--- src/hw/fcs_map.vh ---
`ifndef FCS_MAP_VH
`define FCS_MAP_VH

// register byte offsets
`define FCS_REG_CTRL      8'h00
`define FCS_REG_ADDR      8'h04
`define FCS_REG_WDATA     8'h08
`define FCS_REG_STAT      8'h0C
`define FCS_REG_RDATA     8'h10

// control register fields
`define FCS_CTRL_OP_LSB   0
`define FCS_CTRL_OP_MSB   3
`define FCS_CTRL_BYTE     8

// status register fields
`define FCS_STAT_BUSY     0
`define FCS_STAT_READY    1
`define FCS_STAT_WINDOW   2
`define FCS_STAT_PFAIL    3
`define FCS_STAT_BADOP    4

// operations
`define FCS_OP_READ       4'h0
`define FCS_OP_RESET      4'h1
`define FCS_OP_PROGRAM    4'h2
`define FCS_OP_CHIP_ERASE 4'h3
`define FCS_OP_SECT_ERASE 4'h4
`define FCS_OP_ADD_SECT   4'h5
`define FCS_OP_SUSPEND    4'h6
`define FCS_OP_RESUME     4'h7
`define FCS_OP_AUTOSEL    4'h8
`define FCS_OP_POLL       4'h9
`define FCS_OP_HW_RESET   4'hA

// command data codes
`define FCS_CMD_UNLOCK1   16'h00AA
`define FCS_CMD_UNLOCK2   16'h0055
`define FCS_CMD_RESET     16'h00F0
`define FCS_CMD_PROG      16'h00A0
`define FCS_CMD_ERASE     16'h0080
`define FCS_CMD_CHIP      16'h0010
`define FCS_CMD_SECT      16'h0030
`define FCS_CMD_SUSPEND   16'h00B0
`define FCS_CMD_AUTOSEL   16'h0090

// unlock addresses, word and byte mode
`define FCS_UA1_WORD      21'h000555
`define FCS_UA2_WORD      21'h0002AA
`define FCS_UA1_BYTE      21'h000AAA
`define FCS_UA2_BYTE      21'h000555

// status bit positions in read data
`define FCS_DQ_POLL       7
`define FCS_DQ_TOGGLE     6
`define FCS_DQ_TIMEOUT    5

// timing
`define FCS_CLK_MHZ       200
`define FCS_T_SETUP_NS    10
`define FCS_T_WP_NS       45
`define FCS_T_HOLD_NS     20
`define FCS_T_ACC_NS      70
`define FCS_T_RP_NS       500
`define FCS_T_WIN_US      50
`define FCS_T_SUSP_US     20
`define FCS_CYC_NS(t)     (((t) * `FCS_CLK_MHZ + 999) / 1000)
`define FCS_SETUP_CYC     `FCS_CYC_NS(`FCS_T_SETUP_NS)
`define FCS_WP_CYC        `FCS_CYC_NS(`FCS_T_WP_NS)
`define FCS_HOLD_CYC      `FCS_CYC_NS(`FCS_T_HOLD_NS)
`define FCS_ACC_CYC       `FCS_CYC_NS(`FCS_T_ACC_NS)
`define FCS_RP_CYC        `FCS_CYC_NS(`FCS_T_RP_NS)
`define FCS_WIN_CYC       (`FCS_T_WIN_US * `FCS_CLK_MHZ)
`define FCS_SUSP_CYC      (`FCS_T_SUSP_US * `FCS_CLK_MHZ)

`endif

--- src/hw/fcs_host.v ---
// Notes on behaviour
// - auto-select is three writes, then the host issues a read.
// - reset aborts auto-select entry; host writes reset to leave auto-select.
// - program is two unlocks, set-up, then address and data.
// - chip erase is two unlocks, set-up, two unlocks, chip erase code.
// - sector erase is six writes, last holds sector address and code.
// - each further sector write must follow within 50 us.
// - unlock addresses 555H/2AAH word or AAAH/555H byte, data AAH, 55H.
// - command codes F0, A0, 80, 10, 30, B0, 90 as write cycles.
//
// The address map and the APB slave port are this design's own decisions.
`include "fcs_map.vh"

module fcs_host #(
    parameter AW      = 21,
    parameter DW      = 16,
    parameter WIN_CYC = `FCS_WIN_CYC
) (
    input  wire          pclk,
    input  wire          presetn,
    input  wire          psel,
    input  wire          penable,
    input  wire          pwrite,
    input  wire [7:0]    paddr,
    input  wire [31:0]   pwdata,
    output reg  [31:0]   prdata,
    output wire          pready,
    output wire          pslverr,
    output wire [AW-1:0] flash_addr,
    input  wire [DW-1:0] flash_dq_in,
    output wire [DW-1:0] flash_dq_out,
    output wire          flash_dq_oe,
    output wire          flash_ce_n,
    output wire          flash_we_n,
    output wire          flash_oe_n,
    output reg           flash_reset_n_q,
    output reg           flash_byte_n_q,
    input  wire          done_flag_pin
);
    localparam S_IDLE  = 3'd0;
    localparam S_ISSUE = 3'd1;
    localparam S_WAIT  = 3'd2;
    localparam S_HWRST = 3'd3;
    localparam S_SUSPW = 3'd4;
    localparam S_POLL  = 3'd5;

    localparam [31:0] WIN_W  = WIN_CYC;
    localparam [31:0] SUSP_W = `FCS_SUSP_CYC;
    localparam [31:0] RP_W   = `FCS_RP_CYC;
    localparam [13:0] WIN_N  = WIN_W[13:0];
    localparam [13:0] SUSP_N = SUSP_W[13:0];
    localparam [13:0] RP_N   = RP_W[13:0];

    reg  [2:0]    st_q;
    reg  [3:0]    op_q;
    reg  [2:0]    step_q;
    reg  [AW-1:0] addr_q;
    reg  [DW-1:0] wdata_q;
    reg  [DW-1:0] rdata_q;
    reg  [13:0]   wait_q;
    reg  [13:0]   win_q;
    reg           pfail_q;
    reg           badop_q;
    reg           first_q;
    reg           retry_q;
    reg           start_q;

    wire          cyc_done;
    wire [DW-1:0] cyc_rdata;
    wire [DW-1:0] dq_sync;
    wire          ready_sync;

    fcs_sync #(.W(DW + 1)) u_sync (
        .pclk    (pclk),
        .presetn (presetn),
        .d       ({done_flag_pin, flash_dq_in}),
        .q       ({ready_sync, dq_sync})
    );

    // one step of the current sequence: {write, address, data}
    reg  [2:0]    nstep;
    reg           s_wr;
    reg  [AW-1:0] s_addr;
    reg  [DW-1:0] s_data;
    reg  [AW-1:0] ua1;
    reg  [AW-1:0] ua2;

    always @* begin
        ua1    = flash_byte_n_q ? `FCS_UA1_WORD : `FCS_UA1_BYTE;
        ua2    = flash_byte_n_q ? `FCS_UA2_WORD : `FCS_UA2_BYTE;
        nstep  = 3'd1;
        s_wr   = 1'b1;
        s_addr = addr_q;
        s_data = `FCS_CMD_RESET;
        // unlock pair opens every multi-cycle sequence
        if (step_q == 3'd0 || step_q == 3'd3) begin
            s_addr = ua1;
            s_data = `FCS_CMD_UNLOCK1;
        end else if (step_q == 3'd1 || step_q == 3'd4) begin
            s_addr = ua2;
            s_data = `FCS_CMD_UNLOCK2;
        end
        case (op_q)
            `FCS_OP_READ, `FCS_OP_POLL: begin
                s_wr   = 1'b0;
                s_addr = addr_q;
            end
            `FCS_OP_RESET: begin
                s_addr = {AW{1'b0}};
                s_data = `FCS_CMD_RESET;
            end
            `FCS_OP_PROGRAM: begin
                nstep = 3'd4;
                if (step_q == 3'd2) begin
                    s_addr = ua1;
                    s_data = `FCS_CMD_PROG;
                end else if (step_q == 3'd3) begin
                    s_addr = addr_q;
                    s_data = wdata_q;
                end
            end
            `FCS_OP_CHIP_ERASE, `FCS_OP_SECT_ERASE: begin
                nstep = 3'd6;
                if (step_q == 3'd2) begin
                    s_addr = ua1;
                    s_data = `FCS_CMD_ERASE;
                end else if (step_q == 3'd5) begin
                    s_addr = (op_q == `FCS_OP_CHIP_ERASE) ? ua1 : addr_q;
                    s_data = (op_q == `FCS_OP_CHIP_ERASE) ? `FCS_CMD_CHIP
                                                          : `FCS_CMD_SECT;
                end
            end
            `FCS_OP_ADD_SECT: begin
                s_addr = addr_q;
                s_data = `FCS_CMD_SECT;
            end
            `FCS_OP_SUSPEND: begin
                s_addr = {AW{1'b0}};
                s_data = `FCS_CMD_SUSPEND;
            end
            `FCS_OP_RESUME: begin
                s_addr = {AW{1'b0}};
                s_data = `FCS_CMD_SECT;
            end
            `FCS_OP_AUTOSEL: begin
                nstep = 3'd3;
                if (step_q == 3'd2) begin
                    s_addr = ua1;
                    s_data = `FCS_CMD_AUTOSEL;
                end
            end
            default: begin
                nstep = 3'd1;
            end
        endcase
    end

    fcs_bus_cycle #(.AW(AW), .DW(DW)) u_cyc (
        .pclk       (pclk),
        .presetn    (presetn),
        .start      (start_q),
        .is_write   (s_wr),
        .addr       (s_addr),
        .wdata      (s_data),
        .dq_sync    (dq_sync),
        .f_addr_q   (flash_addr),
        .f_dq_out_q (flash_dq_out),
        .f_dq_oe_q  (flash_dq_oe),
        .f_ce_n_q   (flash_ce_n),
        .f_we_n_q   (flash_we_n),
        .f_oe_n_q   (flash_oe_n),
        .rdata_q    (cyc_rdata),
        .done_q     (cyc_done)
    );

    // apb slave: zero wait states, unmapped offsets error
    wire acc    = psel && penable;
    wire wr_acc = acc && pwrite;
    wire mapped = (paddr == `FCS_REG_CTRL)  || (paddr == `FCS_REG_ADDR) ||
                  (paddr == `FCS_REG_WDATA) || (paddr == `FCS_REG_STAT) ||
                  (paddr == `FCS_REG_RDATA);
    wire busy   = (st_q != S_IDLE);
    wire go     = wr_acc && (paddr == `FCS_REG_CTRL) && !busy;
    wire [3:0] go_op = pwdata[`FCS_CTRL_OP_MSB:`FCS_CTRL_OP_LSB];

    assign pready  = 1'b1;
    assign pslverr = psel && penable && !mapped;

    always @* begin
        prdata = 32'h0000_0000;
        if (psel && !pwrite) begin
            case (paddr)
                `FCS_REG_CTRL: begin
                    prdata[`FCS_CTRL_OP_MSB:`FCS_CTRL_OP_LSB] = op_q;
                    prdata[`FCS_CTRL_BYTE] = ~flash_byte_n_q;
                end
                `FCS_REG_ADDR:  prdata[AW-1:0] = addr_q;
                `FCS_REG_WDATA: prdata[DW-1:0] = wdata_q;
                `FCS_REG_STAT: begin
                    prdata[`FCS_STAT_BUSY]   = busy;
                    prdata[`FCS_STAT_READY]  = ready_sync;
                    prdata[`FCS_STAT_WINDOW] = (win_q != 14'h0000);
                    prdata[`FCS_STAT_PFAIL]  = pfail_q;
                    prdata[`FCS_STAT_BADOP]  = badop_q;
                end
                `FCS_REG_RDATA: prdata[DW-1:0] = rdata_q;
                default:        prdata = 32'h0000_0000;
            endcase
        end
    end

    always @(posedge pclk or negedge presetn) begin
        if (!presetn) begin
            st_q            <= S_IDLE;
            op_q            <= `FCS_OP_READ;
            step_q          <= 3'd0;
            addr_q          <= {AW{1'b0}};
            wdata_q         <= {DW{1'b0}};
            rdata_q         <= {DW{1'b0}};
            wait_q          <= 14'h0000;
            win_q           <= 14'h0000;
            pfail_q         <= 1'b0;
            badop_q         <= 1'b0;
            first_q         <= 1'b0;
            retry_q         <= 1'b0;
            start_q         <= 1'b0;
            flash_reset_n_q <= 1'b1;
            flash_byte_n_q  <= 1'b1;
        end else begin
            start_q <= 1'b0;
            // gap to the next sector must stay under the window
            if (win_q != 14'h0000) begin
                win_q <= win_q - 14'h0001;
            end
            if (wr_acc && paddr == `FCS_REG_ADDR && !busy) begin
                addr_q <= pwdata[AW-1:0];
            end
            if (wr_acc && paddr == `FCS_REG_WDATA && !busy) begin
                wdata_q <= pwdata[DW-1:0];
            end
            case (st_q)
                S_IDLE: begin
                    if (go) begin
                        op_q           <= go_op;
                        step_q         <= 3'd0;
                        first_q        <= 1'b1;
                        retry_q        <= 1'b0;
                        pfail_q        <= 1'b0;
                        badop_q        <= 1'b0;
                        flash_byte_n_q <= ~pwdata[`FCS_CTRL_BYTE];
                        if (go_op == `FCS_OP_HW_RESET) begin
                            st_q            <= S_HWRST;
                            wait_q          <= RP_N;
                            flash_reset_n_q <= 1'b0;
                        end else if (go_op > `FCS_OP_HW_RESET) begin
                            badop_q <= 1'b1;
                        end else begin
                            st_q    <= S_ISSUE;
                            start_q <= 1'b1;
                        end
                    end
                end
                S_ISSUE: begin
                    st_q <= S_WAIT;
                end
                S_WAIT: begin
                    if (cyc_done) begin
                        // polling keeps the previous read for the comparison
                        if (op_q != `FCS_OP_POLL) begin
                            rdata_q <= cyc_rdata;
                        end
                        if (step_q + 3'd1 < nstep) begin
                            step_q  <= step_q + 3'd1;
                            start_q <= 1'b1;
                            st_q    <= S_ISSUE;
                        end else if (op_q == `FCS_OP_SECT_ERASE ||
                                     op_q == `FCS_OP_ADD_SECT) begin
                            win_q <= WIN_N;
                            st_q  <= S_IDLE;
                        end else if (op_q == `FCS_OP_SUSPEND) begin
                            // a suspend inside the window acts at once
                            wait_q <= (win_q != 14'h0000) ? 14'h0001 : SUSP_N;
                            win_q  <= 14'h0000;
                            st_q   <= S_SUSPW;
                        end else if (op_q == `FCS_OP_POLL) begin
                            st_q <= S_POLL;
                        end else begin
                            if (op_q != `FCS_OP_READ) begin
                                win_q <= 14'h0000;
                            end
                            st_q <= S_IDLE;
                        end
                    end
                end
                S_POLL: begin
                    // stable toggle bit on two reads means finished
                    rdata_q <= cyc_rdata;
                    if (first_q) begin
                        first_q <= 1'b0;
                        start_q <= 1'b1;
                        st_q    <= S_ISSUE;
                    end else if (rdata_q[`FCS_DQ_TOGGLE] == cyc_rdata[`FCS_DQ_TOGGLE]) begin
                        st_q <= S_IDLE;
                    end else if (retry_q) begin
                        pfail_q <= 1'b1;
                        st_q    <= S_IDLE;
                    end else if (cyc_rdata[`FCS_DQ_TIMEOUT]) begin
                        // the flag may rise just as the operation ends: read again
                        retry_q <= 1'b1;
                        start_q <= 1'b1;
                        st_q    <= S_ISSUE;
                    end else begin
                        start_q <= 1'b1;
                        st_q    <= S_ISSUE;
                    end
                end
                S_HWRST: begin
                    if (wait_q <= 14'h0001) begin
                        flash_reset_n_q <= 1'b1;
                        win_q           <= 14'h0000;
                        st_q            <= S_IDLE;
                    end else begin
                        wait_q <= wait_q - 14'h0001;
                    end
                end
                S_SUSPW: begin
                    if (wait_q <= 14'h0001) begin
                        st_q <= S_IDLE;
                    end else begin
                        wait_q <= wait_q - 14'h0001;
                    end
                end
                default: begin
                    st_q <= S_IDLE;
                end
            endcase
        end
    end
endmodule

--- src/hw/fcs_sync.v ---
module fcs_sync #(
    parameter W = 1
) (
    input  wire         pclk,
    input  wire         presetn,
    input  wire [W-1:0] d,
    output wire [W-1:0] q
);
    genvar i;
    generate
        for (i = 0; i < W; i = i + 1) begin : g_bit
            reg meta_q;
            reg sync_q;
            always @(posedge pclk or negedge presetn) begin
                if (!presetn) begin
                    meta_q <= 1'b0;
                    sync_q <= 1'b0;
                end else begin
                    meta_q <= d[i];
                    sync_q <= meta_q;
                end
            end
            assign q[i] = sync_q;
        end
    endgenerate
endmodule

--- src/hw/fcs_bus_cycle.v ---
`include "fcs_map.vh"

// one flash bus cycle: setup, strobe, hold
module fcs_bus_cycle #(
    parameter AW = 21,
    parameter DW = 16
) (
    input  wire          pclk,
    input  wire          presetn,
    input  wire          start,
    input  wire          is_write,
    input  wire [AW-1:0] addr,
    input  wire [DW-1:0] wdata,
    input  wire [DW-1:0] dq_sync,
    output reg  [AW-1:0] f_addr_q,
    output reg  [DW-1:0] f_dq_out_q,
    output reg           f_dq_oe_q,
    output reg           f_ce_n_q,
    output reg           f_we_n_q,
    output reg           f_oe_n_q,
    output reg  [DW-1:0] rdata_q,
    output reg           done_q
);
    localparam C_IDLE   = 2'd0;
    localparam C_SETUP  = 2'd1;
    localparam C_STROBE = 2'd2;
    localparam C_HOLD   = 2'd3;
    // reads wait two extra cycles for the input synchroniser
    localparam [31:0] SETUP_W = `FCS_SETUP_CYC;
    localparam [31:0] WP_W    = `FCS_WP_CYC;
    localparam [31:0] RD_W    = `FCS_ACC_CYC + 2;
    localparam [31:0] HOLD_W  = `FCS_HOLD_CYC;
    localparam [7:0]  SETUP_N = SETUP_W[7:0];
    localparam [7:0]  WP_N    = WP_W[7:0];
    localparam [7:0]  RD_N    = RD_W[7:0];
    localparam [7:0]  HOLD_N  = HOLD_W[7:0];

    reg [1:0] st_q;
    reg [7:0] cnt_q;
    reg       wr_q;

    always @(posedge pclk or negedge presetn) begin
        if (!presetn) begin
            st_q       <= C_IDLE;
            cnt_q      <= 8'h00;
            wr_q       <= 1'b0;
            f_addr_q   <= {AW{1'b0}};
            f_dq_out_q <= {DW{1'b0}};
            f_dq_oe_q  <= 1'b0;
            f_ce_n_q   <= 1'b1;
            f_we_n_q   <= 1'b1;
            f_oe_n_q   <= 1'b1;
            rdata_q    <= {DW{1'b0}};
            done_q     <= 1'b0;
        end else begin
            done_q <= 1'b0;
            case (st_q)
                C_IDLE: begin
                    if (start) begin
                        st_q       <= C_SETUP;
                        cnt_q      <= SETUP_N;
                        wr_q       <= is_write;
                        f_addr_q   <= addr;
                        f_dq_out_q <= wdata;
                        f_dq_oe_q  <= is_write;
                        f_ce_n_q   <= 1'b0;
                    end
                end
                C_SETUP: begin
                    if (cnt_q <= 8'h01) begin
                        st_q     <= C_STROBE;
                        cnt_q    <= wr_q ? WP_N : RD_N;
                        f_we_n_q <= ~wr_q;
                        f_oe_n_q <= wr_q;
                    end else begin
                        cnt_q <= cnt_q - 8'h01;
                    end
                end
                C_STROBE: begin
                    if (cnt_q <= 8'h01) begin
                        // command latches on this rising we edge
                        st_q     <= C_HOLD;
                        cnt_q    <= HOLD_N;
                        f_we_n_q <= 1'b1;
                        f_oe_n_q <= 1'b1;
                        if (!wr_q) begin
                            rdata_q <= dq_sync;
                        end
                    end else begin
                        cnt_q <= cnt_q - 8'h01;
                    end
                end
                C_HOLD: begin
                    if (cnt_q <= 8'h01) begin
                        st_q      <= C_IDLE;
                        f_dq_oe_q <= 1'b0;
                        f_ce_n_q  <= 1'b1;
                        done_q    <= 1'b1;
                    end else begin
                        cnt_q <= cnt_q - 8'h01;
                    end
                end
                default: begin
                    st_q <= C_IDLE;
                end
            endcase
        end
    end
endmodule

--- config.mk ---
export PLATFORM = sky130hd
export DESIGN_NAME = fcs_host
export DESIGN_NICKNAME = d
export VERILOG_FILES = /design/src/hw/fcs_host.v /design/src/hw/fcs_sync.v /design/src/hw/fcs_bus_cycle.v
export VERILOG_INCLUDE_DIRS = /design/src /design/src/hw
export SDC_FILE = /design/constraint.sdc
export NUM_CORES = 1
export LEC_CHECK = 0
export BUFFER_PORTS_ARGS = -buffer_cell sky130_fd_sc_hd__buf_2
export CAP_MARGIN = 10
export CORE_ASPECT_RATIO = 1.75
export CORE_MARGIN = 2
export CORE_UTILIZATION = 40
export CTS_BUF_LIST = sky130_fd_sc_hd__clkbuf_8
export DETAILED_ROUTE_END_ITERATION = 10
export GPL_ROUTABILITY_DRIVEN = 0
export RECOVER_POWER = 100
export SYNTH_ARGS = -nofsm -noshare
export SYNTH_HDL_FRONTEND = slang
export SYNTH_SLANG_ARGS = --single-unit
export TNS_END_PERCENT = 5
--- constraint.sdc ---
create_clock -name pclk -period 6.18 [get_ports pclk]
set_input_delay 0.309 -clock pclk [delete_from_list [all_inputs] [get_ports pclk]]
set_output_delay 0.309 -clock pclk [all_outputs]
set_load 0.02 [all_outputs]
==> results of run 1 <==
==> area by class of cell <==
class	instances	area, sq um	share of cell area, %
Antenna cell	1	2.502	0.02105
Multi-Input combinational cell	748	4751	39.96
Tap cell	316	395.4	3.325
Sequential cell	201	5036	42.35
Inverter	27	101.3	0.8524
Timing Repair Buffer	164	950.9	7.997
Clock inverter	24	212.7	1.789
Clock buffer	32	440.4	3.704
==> through the flow <==
stage	utilization [%]	hold slack [ns]	cells
finish	47.29	0.02847	1513
global route	47.29	0.007995	1513
CTS	47.80	0.001651	1511
detailed placement	43.73	0.3347	1418
global placement	43.73	0.3326	1418
floorplan	-	0.01341	1042
==> cells in the final DEF (no fill, tap or decap), types with 7 or more instances in the layout <==
cell type      count
dfrtp_1          196
nand2_1          105
nor2_1            99
o21ai_0           86
a21oi_1           72
mux2_2            69
clkbuf_1          64
buf_2             53
inv_1             38
dlygate4sd3_1     38
clkbuf_8          32
nor3_1            20
a222oi_1          16
a31oi_1           16
ha_1              16
nor2b_1           15
a22o_1            15
nand3_1           13
o22ai_1           13
nand2b_1          12
conb_1            12
xnor2_1           11
nor4_1            11
and3_1            10
a22oi_1            9
or3b_2             8
buf_4              8
a211oi_1           7
o31ai_1            7
clkinv_2           7
==> synth_stat cells (all sizes together) (7+ instances only) <==
master / count
dfrtp: 196
nand2: 105
nor2: 99
o21ai: 88
a21oi: 72
mux2: 69
clkbuf: 37
buf: 29
inv: 27
nor3: 20
a222oi: 16
a31oi: 16
ha: 16
a22o: 15
nor2b: 15
nand3: 13
o22ai: 13
nand2b: 12
nor4: 11
xnor2: 11
and3: 10
a22oi: 9
or3b: 9
a211oi: 7
o31ai: 7
==> worst max-delay path, cell delays in order <==
cell      delay (ns)
buf_2           0.09
or4_1           0.61
nor2_1          0.29
and4bb_1        0.90
o31ai_1         0.23
clkbuf_1        0.33
nor2_1          0.28
clkbuf_1        0.26
==> report_power, final <==
| group | switching, mW | internal, mW | total (mW) |
|---|---|---|---|
| registers | 0.113 | 1.47 | 1.58 |
| logic | 0.357 | 0.293 | 0.650 |
| clock network | 0.530 | 0.650 | 1.18 |
| total | 1.00 | 2.41 | 3.41 |
==> repair_timing <==
item                                   CTS  global route
setup buffers                            0             0
endpoints found under the hold margin  171             1
hold buffers                            37             1
==> worst paths after layout <==
path / depth (start not counted) / endpoint / startpoint
max: 8 / prdata[6] / paddr[0]
min: 2 / addr_q[4]$_DFFE_PN0P_ / pwdata[4]
max reg2reg: 10 / wait_q[7]$_DFFE_PN0P_ / op_q[3]$_DFFE_PN0P_
min reg2reg: 0 / u_sync.g_bit[0].sync_q$_DFF_PN0_ / u_sync.g_bit[0].meta_q$_DFF_PN0_
max in group asynchronous: 3 / addr_q[18]$_DFFE_PN0P_ / presetn
min in group asynchronous: 2 / u_sync.g_bit[10].meta_q$_DFF_PN0_ / presetn
==> kinds of logic after synthesis <==
family	synth area share (%)
compound gates	18.32
xor+xnor	1.286
fa+ha+maj	1.960
buf+inv	4.189
flops	49.30
mux	7.704
other cells	0.07351
simple gates	17.17
==> state kept, by name, indices dropped and copies added (netlist names), 8 cells and up <==
| register | flops |
|---|---|
| u_sync.g_bit.sync_q | 17 |
| win_q | 14 |
| addr_q | 21 |
| u_cyc.f_addr_q | 21 |
| u_sync.g_bit.meta_q | 17 |
| u_cyc.cnt_q | 8 |
| wdata_q | 16 |
| rdata_q | 16 |
| wait_q | 14 |
| u_cyc.rdata_q | 16 |
| u_cyc.f_dq_out_q | 16 |
==> routing by layer <==
layer,part of all wire [%],vias up
met5,0,-
met4,4.5,0
met3,5.2,75
met2,53,290
met1,37,4178
li1,-,4025
==> results.yml, run 1 <==
logic_synthesis:
  synth_top_area_share_pct: 48.01
  avgSynthCellArea_sq_um: 9.899
  synth_area_sq_mm: 0.01022
  synthArstFlopShare_pct: 100.0
  ys_ff_latch: 201
  synth_area_leaders: "dfrtp_1, mux2_2, o21ai_0"
  synth_edf_count: 0
  yosys.area.top_type: "dfrtp_1"
  synthFlopType: "dfrtp_1"
  syn_inst: 1032
  yosysSeqAreaShare_pct: 49.30
  yosysUniqueCellTypes: 81
  yosysWarningCount: 0
finish:
  fillerInstances: 2404
  drive_above_1_share_pct: 16.56
  stdcell_area_sq_mm: 0.01189
  nNetsFinal: 1250
  area_growth_pct: 16.39
sta:
  layout_setup_ws_ns: 2.568
  setup_viol: 0
  rsz0062_at_grt: "false"
  period_minus_slack_ns: 3.612
  fin_skew_ns: 0.02544
  fin_setup_tns_ns: 0
  fmax_mhz: 276.8
  finalHoldViolations: 0
  fin_crit_sh_pct: 58.45
  worst_pin_slew_ns: 3.126
  slew_violations: 144
  maxSlewHeadroom_pct: -108.4
placed_design:
  port-buffer-count: 115
  hpwl_mm: 19.91
  placed_area_sq_mm: 0.01100
  place_ws_ns: 2.822
clock_tree:
  clock_sinks: 201
  cts_root_buf: "clkbuf_8"
  cts-htree-levels: 1
  worstSkewPairLatency_ns: 0.58
  cts.path.max_buffers: 3
  ctsResizeCount: 0
  cts_buffers: 30
  cts_tree: "done"
  path_clk_slew_ns: 0.07
drt:
  antenna_left: 0
  wl_mm: 28.13
  via_per_inst: 5.663
  firstDrtPassIters: 6
  avgRoutedWirePerCell_um: 18.59
  drt_iter0_markers: 537
  drc: 0
  vias: 8568
global_routing:
  grt_pass1_wl_mm: 44.64
  grt_pass1_vias: 8397
  grt_util_all_layers_pct: 20.50
  grt_overflow_total: 0
  grt_max_degree: 127
  gr-usage-met2_pct: 37.27
  grt.met1_usage_pct: 23.32
  top_usage_layer: "met2"
  globalRouteMet3Util_pct: 2.975
  antenna_found_initial: 1
die:
  io_pins: 139
  core-area_sq_mm: 0.02515
  core.rowCount: 77
  die_w_um: 124.8
  die_area_sq_mm: 0.02688
  start_util_pct: 40.63
  die_height_um: 215.4
worst_setup_path:
  worst-path-max-fanout: 23
  setup.worst_path.class: "primary input to primary output"
  cp-start-kind: "primary input"
  critPathCaptureType: "primary output"
  cp.required_ns: 5.87
  worstPathArrival_ns: 3.30
  regToRegSetupSlack_ns: 2.67
power:
  finalPower_mw: 3.413
  power_density_mw_per_mm2: 287.0
  leakage_nw: 5.213
  ir_drop_mv: 0.2356
hold_path:
  hold_class: "primary input to flip-flop"
status:
  status: "complete, but fails checks"
  violations: "capacitance limit, slew limit"
flow_run:
  drv_cap: 2
Note: power is estimated with default switching activity, not from simulation.
==> run 2, diff against run 1 <==
--- a/config.mk
+++ b/config.mk
@@ -6,6 +6,7 @@
 export SDC_FILE = /design/constraint.sdc
 export NUM_CORES = 1
 export LEC_CHECK = 0
+export ABC_AREA = 1
 export BUFFER_PORTS_ARGS = -buffer_cell sky130_fd_sc_hd__buf_2
 export CAP_MARGIN = 10
 export CORE_ASPECT_RATIO = 1.75
==> constraint.sdc (replaced) <==
create_clock -name pclk -period 3.3 [get_ports pclk]
set_input_delay 0.165 -clock pclk [delete_from_list [all_inputs] [get_ports pclk]]
set_output_delay 0.165 -clock pclk [all_outputs]
set_load 0.02 [all_outputs]
==> run 2 against run 1 <==
Critical path type is now flip-flop to flip-flop. Via count grew 13%. Clock power grew 91%. Cell count grew 27%. Largest power group unchanged. Hold slack gained 0.032 ns. Sequential cell count is the same. The flow still finishes with violations (capacitance limit, slew limit). Wire length grew 6.5%.
==> results.yml, run 2 <==
status:
  status: "complete, but fails checks"
  violations: "capacitance limit, slew limit"
finish:
  final_cell_mix: "nand2_1, dfrtp_1, inv_1, nor2_1, o21ai_0"
  reg_top3: "addr_q x21, u_cyc.f_addr_q x21"
  area_growth_pct: 15.75
  nNetsFinal: 1615
  seq_area_sq_mm: 0.005036
  finalCoreUtilization_pct: 46.84
  drive_above_1_share_pct: 12.58
  fillerInstances: 2751
  multi_input_area_sq_mm: 0.004979
  final_common_cell: "nand2_1"
worst_setup_path:
  worstPathArrival_ns: 3.41
  path_cells: "inv_1 > ha_1 > nand2_1 > inv_1 > nand2_1 > nand2_1 > inv_1 > nand3_1 > o21ai_0 > inv_1 > nand2_1 > nor2_1 > nor2_1"
  reg2reg_depth: 13
  critical_path.max_stage_delay_ns: 0.66
  setup.worst_path.class: "flip-flop to flip-flop"
  critPathCaptureType: "flip-flop"
  cp.required_ns: 3.79
  worst-path-max-fanout: 17
  cp-start-kind: "flip-flop"
  critPathSlowestCell: "inv_1"
global_routing:
  grt_overflow_total: 0
  antenna_found_initial: 1
  grt_max_degree: 71
  grt_util_all_layers_pct: 21.26
  grt_pass1_wl_mm: 49.15
  grt_pass1_vias: 9712
clock_tree:
  cts-htree-levels: 1
  cts.path.max_buffers: 3
  path_clk_slew_ns: 0.06
  worstSkewPairLatency_ns: 0.61
  cts_buffers: 30
  clock_sinks: 201
  cts_tree: "done"
  cts_root_buf: "clkbuf_8"
  post_cts_buffers: 0
  ctsResizeCount: 0
drt:
  drc: 0
  vias: 9723
  avgRoutedWirePerCell_um: 15.54
  wl_mm: 29.96
  via_per_inst: 5.043
  drt_iter0_markers: 604
  antenna_left: 0
  firstDrtPassIters: 7
power:
  seqPwrFrac_pct: 41.1
  power_density_mw_per_mm2: 590.2
  comb_power_share_pct: 28.8
  sw_frac_of_total_pct: 33.92
  p_sw_mw: 2.544
  p_int_mw: 4.956
  finalPower_mw: 7.500
  leakage_nw: 6.351
  power.share.clock_pct: 30.0
  ir_drop_mv: 0.3130
sta:
  setup_viol: 0
  worst_pin_slew_ns: 1.649
  rsz0062_at_grt: "false"
  period_minus_slack_ns: 2.916
  fmax_mhz: 342.9
  fin_skew_ns: 0.01185
  fin_crit_sh_pct: 88.37
  maxSlewHeadroom_pct: -9.964
  finalHoldViolations: 0
  slew_violations: 67
  fin_setup_tns_ns: 0
logic_synthesis:
  yosysWarningCount: 0
  synth_common_cells: "nand2_1, dfrtp_1, inv_1"
  syn_inst: 1378
  synth_top_area_share_pct: 44.68
  synthArstFlopShare_pct: 100.0
  synth_area_sq_mm: 0.01098
  yosys.area.top_type: "dfrtp_1"
  synthFlopType: "dfrtp_1"
  avgSynthCellArea_sq_um: 7.966
  synth_area_leaders: "dfrtp_1, nand2_1, inv_1"
  yosysSeqAreaShare_pct: 45.88
  synth_edf_count: 0
  synth.most_common_cell: "nand2_1"
  yosysUniqueCellTypes: 52
  ys_ff_latch: 201
die:
  die_area_sq_mm: 0.02884
  core.rowCount: 80
  core-area_sq_mm: 0.02713
  io_pins: 139
  start_util_pct: 40.47
  die_height_um: 223.1
  die_w_um: 129.2
flow_run:
  drv_cap: 1
hold_path:
  hold_path_depth: 4
  hold_class: "primary input to flip-flop"
placed_design:
  hpwl_mm: 22.10
  port-buffer-count: 115
==> run 2: cell type report <==
class	count	area share (%)
antenna	1	0.01969
clock buffer	45	4.874
clock inverter	8	0.5515
inverter	150	4.451
multi-input combinational	987	39.18
sequential	201	39.64
tap	369	3.634
timing repair buffer	167	7.651
==> run 2: routing by layer <==
| metal | up-vias | wire [um] | GRT usage [%] | part of all wire [%] |
|---|---|---|---|---|
| li1 | 4753 | - | - | - |
| met1 | 4596 | 11510 | 24.72 | 38 |
| met2 | 306 | 15850 | 38.39 | 53 |
| met3 | 68 | 1543 | 2.542 | 5.2 |
| met4 | 0 | 1058 | 9.642 | 3.5 |
| met5 | - | 0 | 0 | 0 |
==> run 2: through the flow <==
stage / instances / worst slack [ns] / cell area [sq um] / hold slack [ns]
final: 1928 / 0.3838 / 12710 / 0.06000
after global routing: 1928 / 0.1666 / 12710 / 0.07703
after CTS: 1927 / 0.5380 / 12970 / 0.03533
after detailed placement: 1835 / 0.5472 / 11890 / 0.2042
after global placement: 1835 / 0.6263 / 11890 / 0.2016
after floorplan: 1388 / 1.243 / 11010 / -0.1306
==> run 2: timing repair <==
item                                   CTS  global route
endpoints found under the hold margin  123             0
hold buffers                            39             0
setup endpoints to repair                0             0
==> run 2: logic make-up after synthesis <==
| family | after synthesis | share of synthesized area (%) |
|---|---|---|
| AND/OR/NAND/NOR | 685 | 27.19 |
| AO/OA/AOI/OAI | 217 | 11.52 |
| flip-flops | 201 | 45.88 |
| buffers and inverters | 200 | 7.808 |
| multiplexers | 36 | 4.035 |
| XOR/XNOR | 21 | 1.676 |
| adder cells (fa/ha/maj) | 16 | 1.824 |
| other | 2 | 0.06842 |
==> run 2: final timing paths <==
check / startpoint / end / slack [ns]
max in group asynchronous: presetn / win_q[7]$_DFF_PN0_ / 0.91
min reg2reg: u_sync.g_bit[2].meta_q$_DFF_PN0_ / u_sync.g_bit[2].sync_q$_DFF_PN0_ / 0.34
min in group asynchronous: presetn / u_cyc.rdata_q[12]$_DFFE_PN0P_ / 0.52
max: step_q[0]$_DFFE_PN0P_ / u_cyc.f_addr_q[11]$_DFFE_PN0P_ / 0.38
max reg2reg: step_q[0]$_DFFE_PN0P_ / u_cyc.f_addr_q[11]$_DFFE_PN0P_ / 0.38
min: pwrite / badop_q$_DFFE_PN0P_ / 0.06
==> run 2: worst max-delay path, delay by kind of cell, from the launching register on <==
kind | cells | cell delay (ns)
adder cells (fa/ha/maj) | 1 | 0.16
flip-flops | 1 | 0.43
buffers and inverters | 4 | 0.99
AND/OR/NAND/NOR | 7 | 1.14
AO/OA/AOI/OAI | 1 | 0.08
==> run 2: power groups by stage <==
stage,Sequential [mW],Combinational (mW),Clock (mW)
floorplan,3.09,1.78,0
global placement,3.12,2.22,0
detailed placement,3.13,2.27,0
CTS,3.09,2.31,2.31
global route,3.13,2.48,2.42
finish,3.08,2.16,2.25
==> run 3, diff against run 2 <==
--- a/config.mk
+++ b/config.mk
@@ -15,6 +15,7 @@
 export CTS_BUF_LIST = sky130_fd_sc_hd__clkbuf_8
 export DETAILED_ROUTE_END_ITERATION = 10
 export GPL_ROUTABILITY_DRIVEN = 0
+export PLACE_DENSITY = 0.7
 export RECOVER_POWER = 100
 export SYNTH_ARGS = -nofsm -noshare
 export SYNTH_HDL_FRONTEND = slang
==> run 3 against run 2 <==
The run still ends with capacitance limit, slew limit left. Hold slack better by 0.052 ns. Sequential share of layout area rose by 0.41 points. Wire length is 0.59% lower. Utilization shrank 0.48 points. Global-route usage fell by 0.30 points. Clock-buffer cell count is 10 lower. Maximum frequency decreased by 4.6%. Sequential cell count stayed put. Worst setup slack worse by 0.14 ns. Critical path depth decreased by 3. Die area is the same. Critical path type unchanged. Largest power group unchanged.
==> results.yml, run 3 (synthesis results as in run 2) <==
status:
  status: "complete, but fails checks"
  violations: "capacitance limit, slew limit"
die:
  io_pins: 139
  die_w_um: 129.2
  core-area_sq_mm: 0.02713
  start_util_pct: 40.47
  die_height_um: 223.1
  die_area_sq_mm: 0.02884
  core.rowCount: 80
power:
  finalPower_mw: 7.203
  power_density_mw_per_mm2: 572.8
  ir_drop_mv: 0.3903
  leakage_nw: 6.307
finish:
  fillerInstances: 2751
  reg_top3: "addr_q x21, u_cyc.f_addr_q x21"
  final_cell_mix: "nand2_1, dfrtp_1, inv_1, nor2_1, o21ai_0"
  final_common_cell: "nand2_1"
  drive_above_1_share_pct: 11.72
  multi_input_area_sq_mm: 0.004980
  area_growth_pct: 14.56
  seq_area_sq_mm: 0.005036
  nNetsFinal: 1611
sta:
  fin_setup_tns_ns: 0
  fin_crit_sh_pct: 92.64
  setup_viol: 0
  finalHoldViolations: 0
  hold_ws_ns: 0.1120
  maxSlewHeadroom_pct: -33.40
  period_minus_slack_ns: 3.057
  rsz0062_at_grt: "false"
  slew_violations: 126
  worst_pin_slew_ns: 2.001
  fmax_mhz: 327.1
  fin_skew_ns: 0.02777
hold_path:
  hold_class: "primary input to flip-flop"
worst_setup_path:
  endpoint: "win_q[2]$_DFF_PN0_"
  cp.required_ns: 3.78
  critPathCaptureType: "flip-flop"
  regToRegStartpoint: "op_q[3]$_DFFE_PN0P_"
  regToRegSetupSlack_ns: 0.24
  critical_path.max_stage_delay_ns: 0.47
  path_cells: "nor2_2 > nand2_1 > nand2_2 > nor2_1 > ha_1 > a21oi_1 > nand3_2 > nand2_1 > inv_2 > nor3_1"
  setup.worst_path.class: "flip-flop to flip-flop"
  worstPathArrival_ns: 3.53
  r2r-end: "win_q[2]$_DFF_PN0_"
  critPathSlowestCell: "dfrtp_1"
  crit_path_frequent_cell: "nand2_1"
  cp-start-kind: "flip-flop"
  worst-path-max-fanout: 11
  reg2reg_depth: 10
  crit_start: "op_q[3]$_DFFE_PN0P_"
flow_run:
  drv_cap: 2
clock_tree:
  ctsResizeCount: 0
  clock_sinks: 201
  path_clk_slew_ns: 0.07
  cts_tree: "done"
  cts.path.max_buffers: 3
  cts_buffers: 28
  cts-htree-levels: 1
  cts_root_buf: "clkbuf_8"
  worstSkewPairLatency_ns: 0.59
drt:
  wl_mm: 29.78
  drc: 0
  avgRoutedWirePerCell_um: 15.49
  antenna_left: 0
  firstDrtPassIters: 6
  vias: 9846
  drt_iter0_markers: 655
  via_per_inst: 5.120
placed_design:
  port-buffer-count: 115
  hpwl_mm: 22.20
global_routing:
  grt_pass1_wl_mm: 48.41
  grt_util_all_layers_pct: 20.96
  grt_pass1_vias: 9682
  grt_max_degree: 85
  antenna_found_initial: 1
  grt_overflow_total: 0
==> run 3: what timing repair did <==
action	in CTS	in global routing
hold buffers	39	0
endpoints found under the setup margin	0	0
hold endpoints to repair	139	0
setup buffers	0	0
==> run 3: how the worst min path moves through the flow <==
stage            start                                end  slack [ns]  cells after the start
3_5_place_dp   presetn  u_sync.g_bit[14].meta_q$_DFF_PN0_        0.26                      1
5_1_grt         pwrite                badop_q$_DFFE_PN0P_        0.14                      4
6_report        pwrite                badop_q$_DFFE_PN0P_        0.11                      4
4_1_cts         pwrite                badop_q$_DFFE_PN0P_        0.08                      4
3_3_place_gp   presetn  u_sync.g_bit[12].meta_q$_DFF_PN0_        0.25                      1
2_1_floorplan  presetn              addr_q[0]$_DFFE_PN0P_       -0.13                      0
==> run 3: worst max-delay path, delay by kind of cell (launching register included) <==
| kind | cells | cell delay, ns |
|---|---|---|
| DFF | 1 | 0.47 |
| adders and majority gates | 1 | 0.33 |
| and+or+nand+nor | 7 | 1.76 |
| AOI/OAI and AO/OA | 1 | 0.23 |
| buffers and inverters | 1 | 0.15 |
==> run 3: layout make-up <==
class / count / share of cell area (%)
flip-flops and latches: 201 / 40.05
multi-input cells: 987 / 39.60
repair buffers: 165 / 7.582
inverters: 150 / 4.478
clock buffers: 35 / 3.831
well taps: 369 / 3.672
clock inverters: 15 / 0.7662
diodes: 1 / 0.01990
==> run 3: metal layers <==
metal  track usage [%]  share of wire [%]  vias up
li1                  -                  -     4749
met1             23.48                 38     4602
met2             36.99                 51      382
met3             2.614                4.9      113
met4             13.11                5.9        0
met5                 0                  0        -
==> run 3: power by group <==
part / total, mW / switching, mW / internal [mW]
Sequential: 3.09 / 0.245 / 2.84
Combinational: 2.16 / 1.32 / 0.844
Clock: 1.95 / 0.922 / 1.03
Total: 7.20 / 2.49 / 4.72
==> run 3: metrics by stage <==
stage | setup slack (ns) | area [sq um] | util (%) | cells
2_1_floorplan | 1.243 | 11010 | - | 1388
3_3_place_gp | 0.4785 | 11860 | 43.74 | 1833
3_5_place_dp | 0.3930 | 11860 | 43.74 | 1833
4_1_cts | 0.3691 | 12830 | 47.31 | 1922
5_1_grt | 0.07067 | 12570 | 46.36 | 1923
6_report | 0.2428 | 12570 | 46.36 | 1923
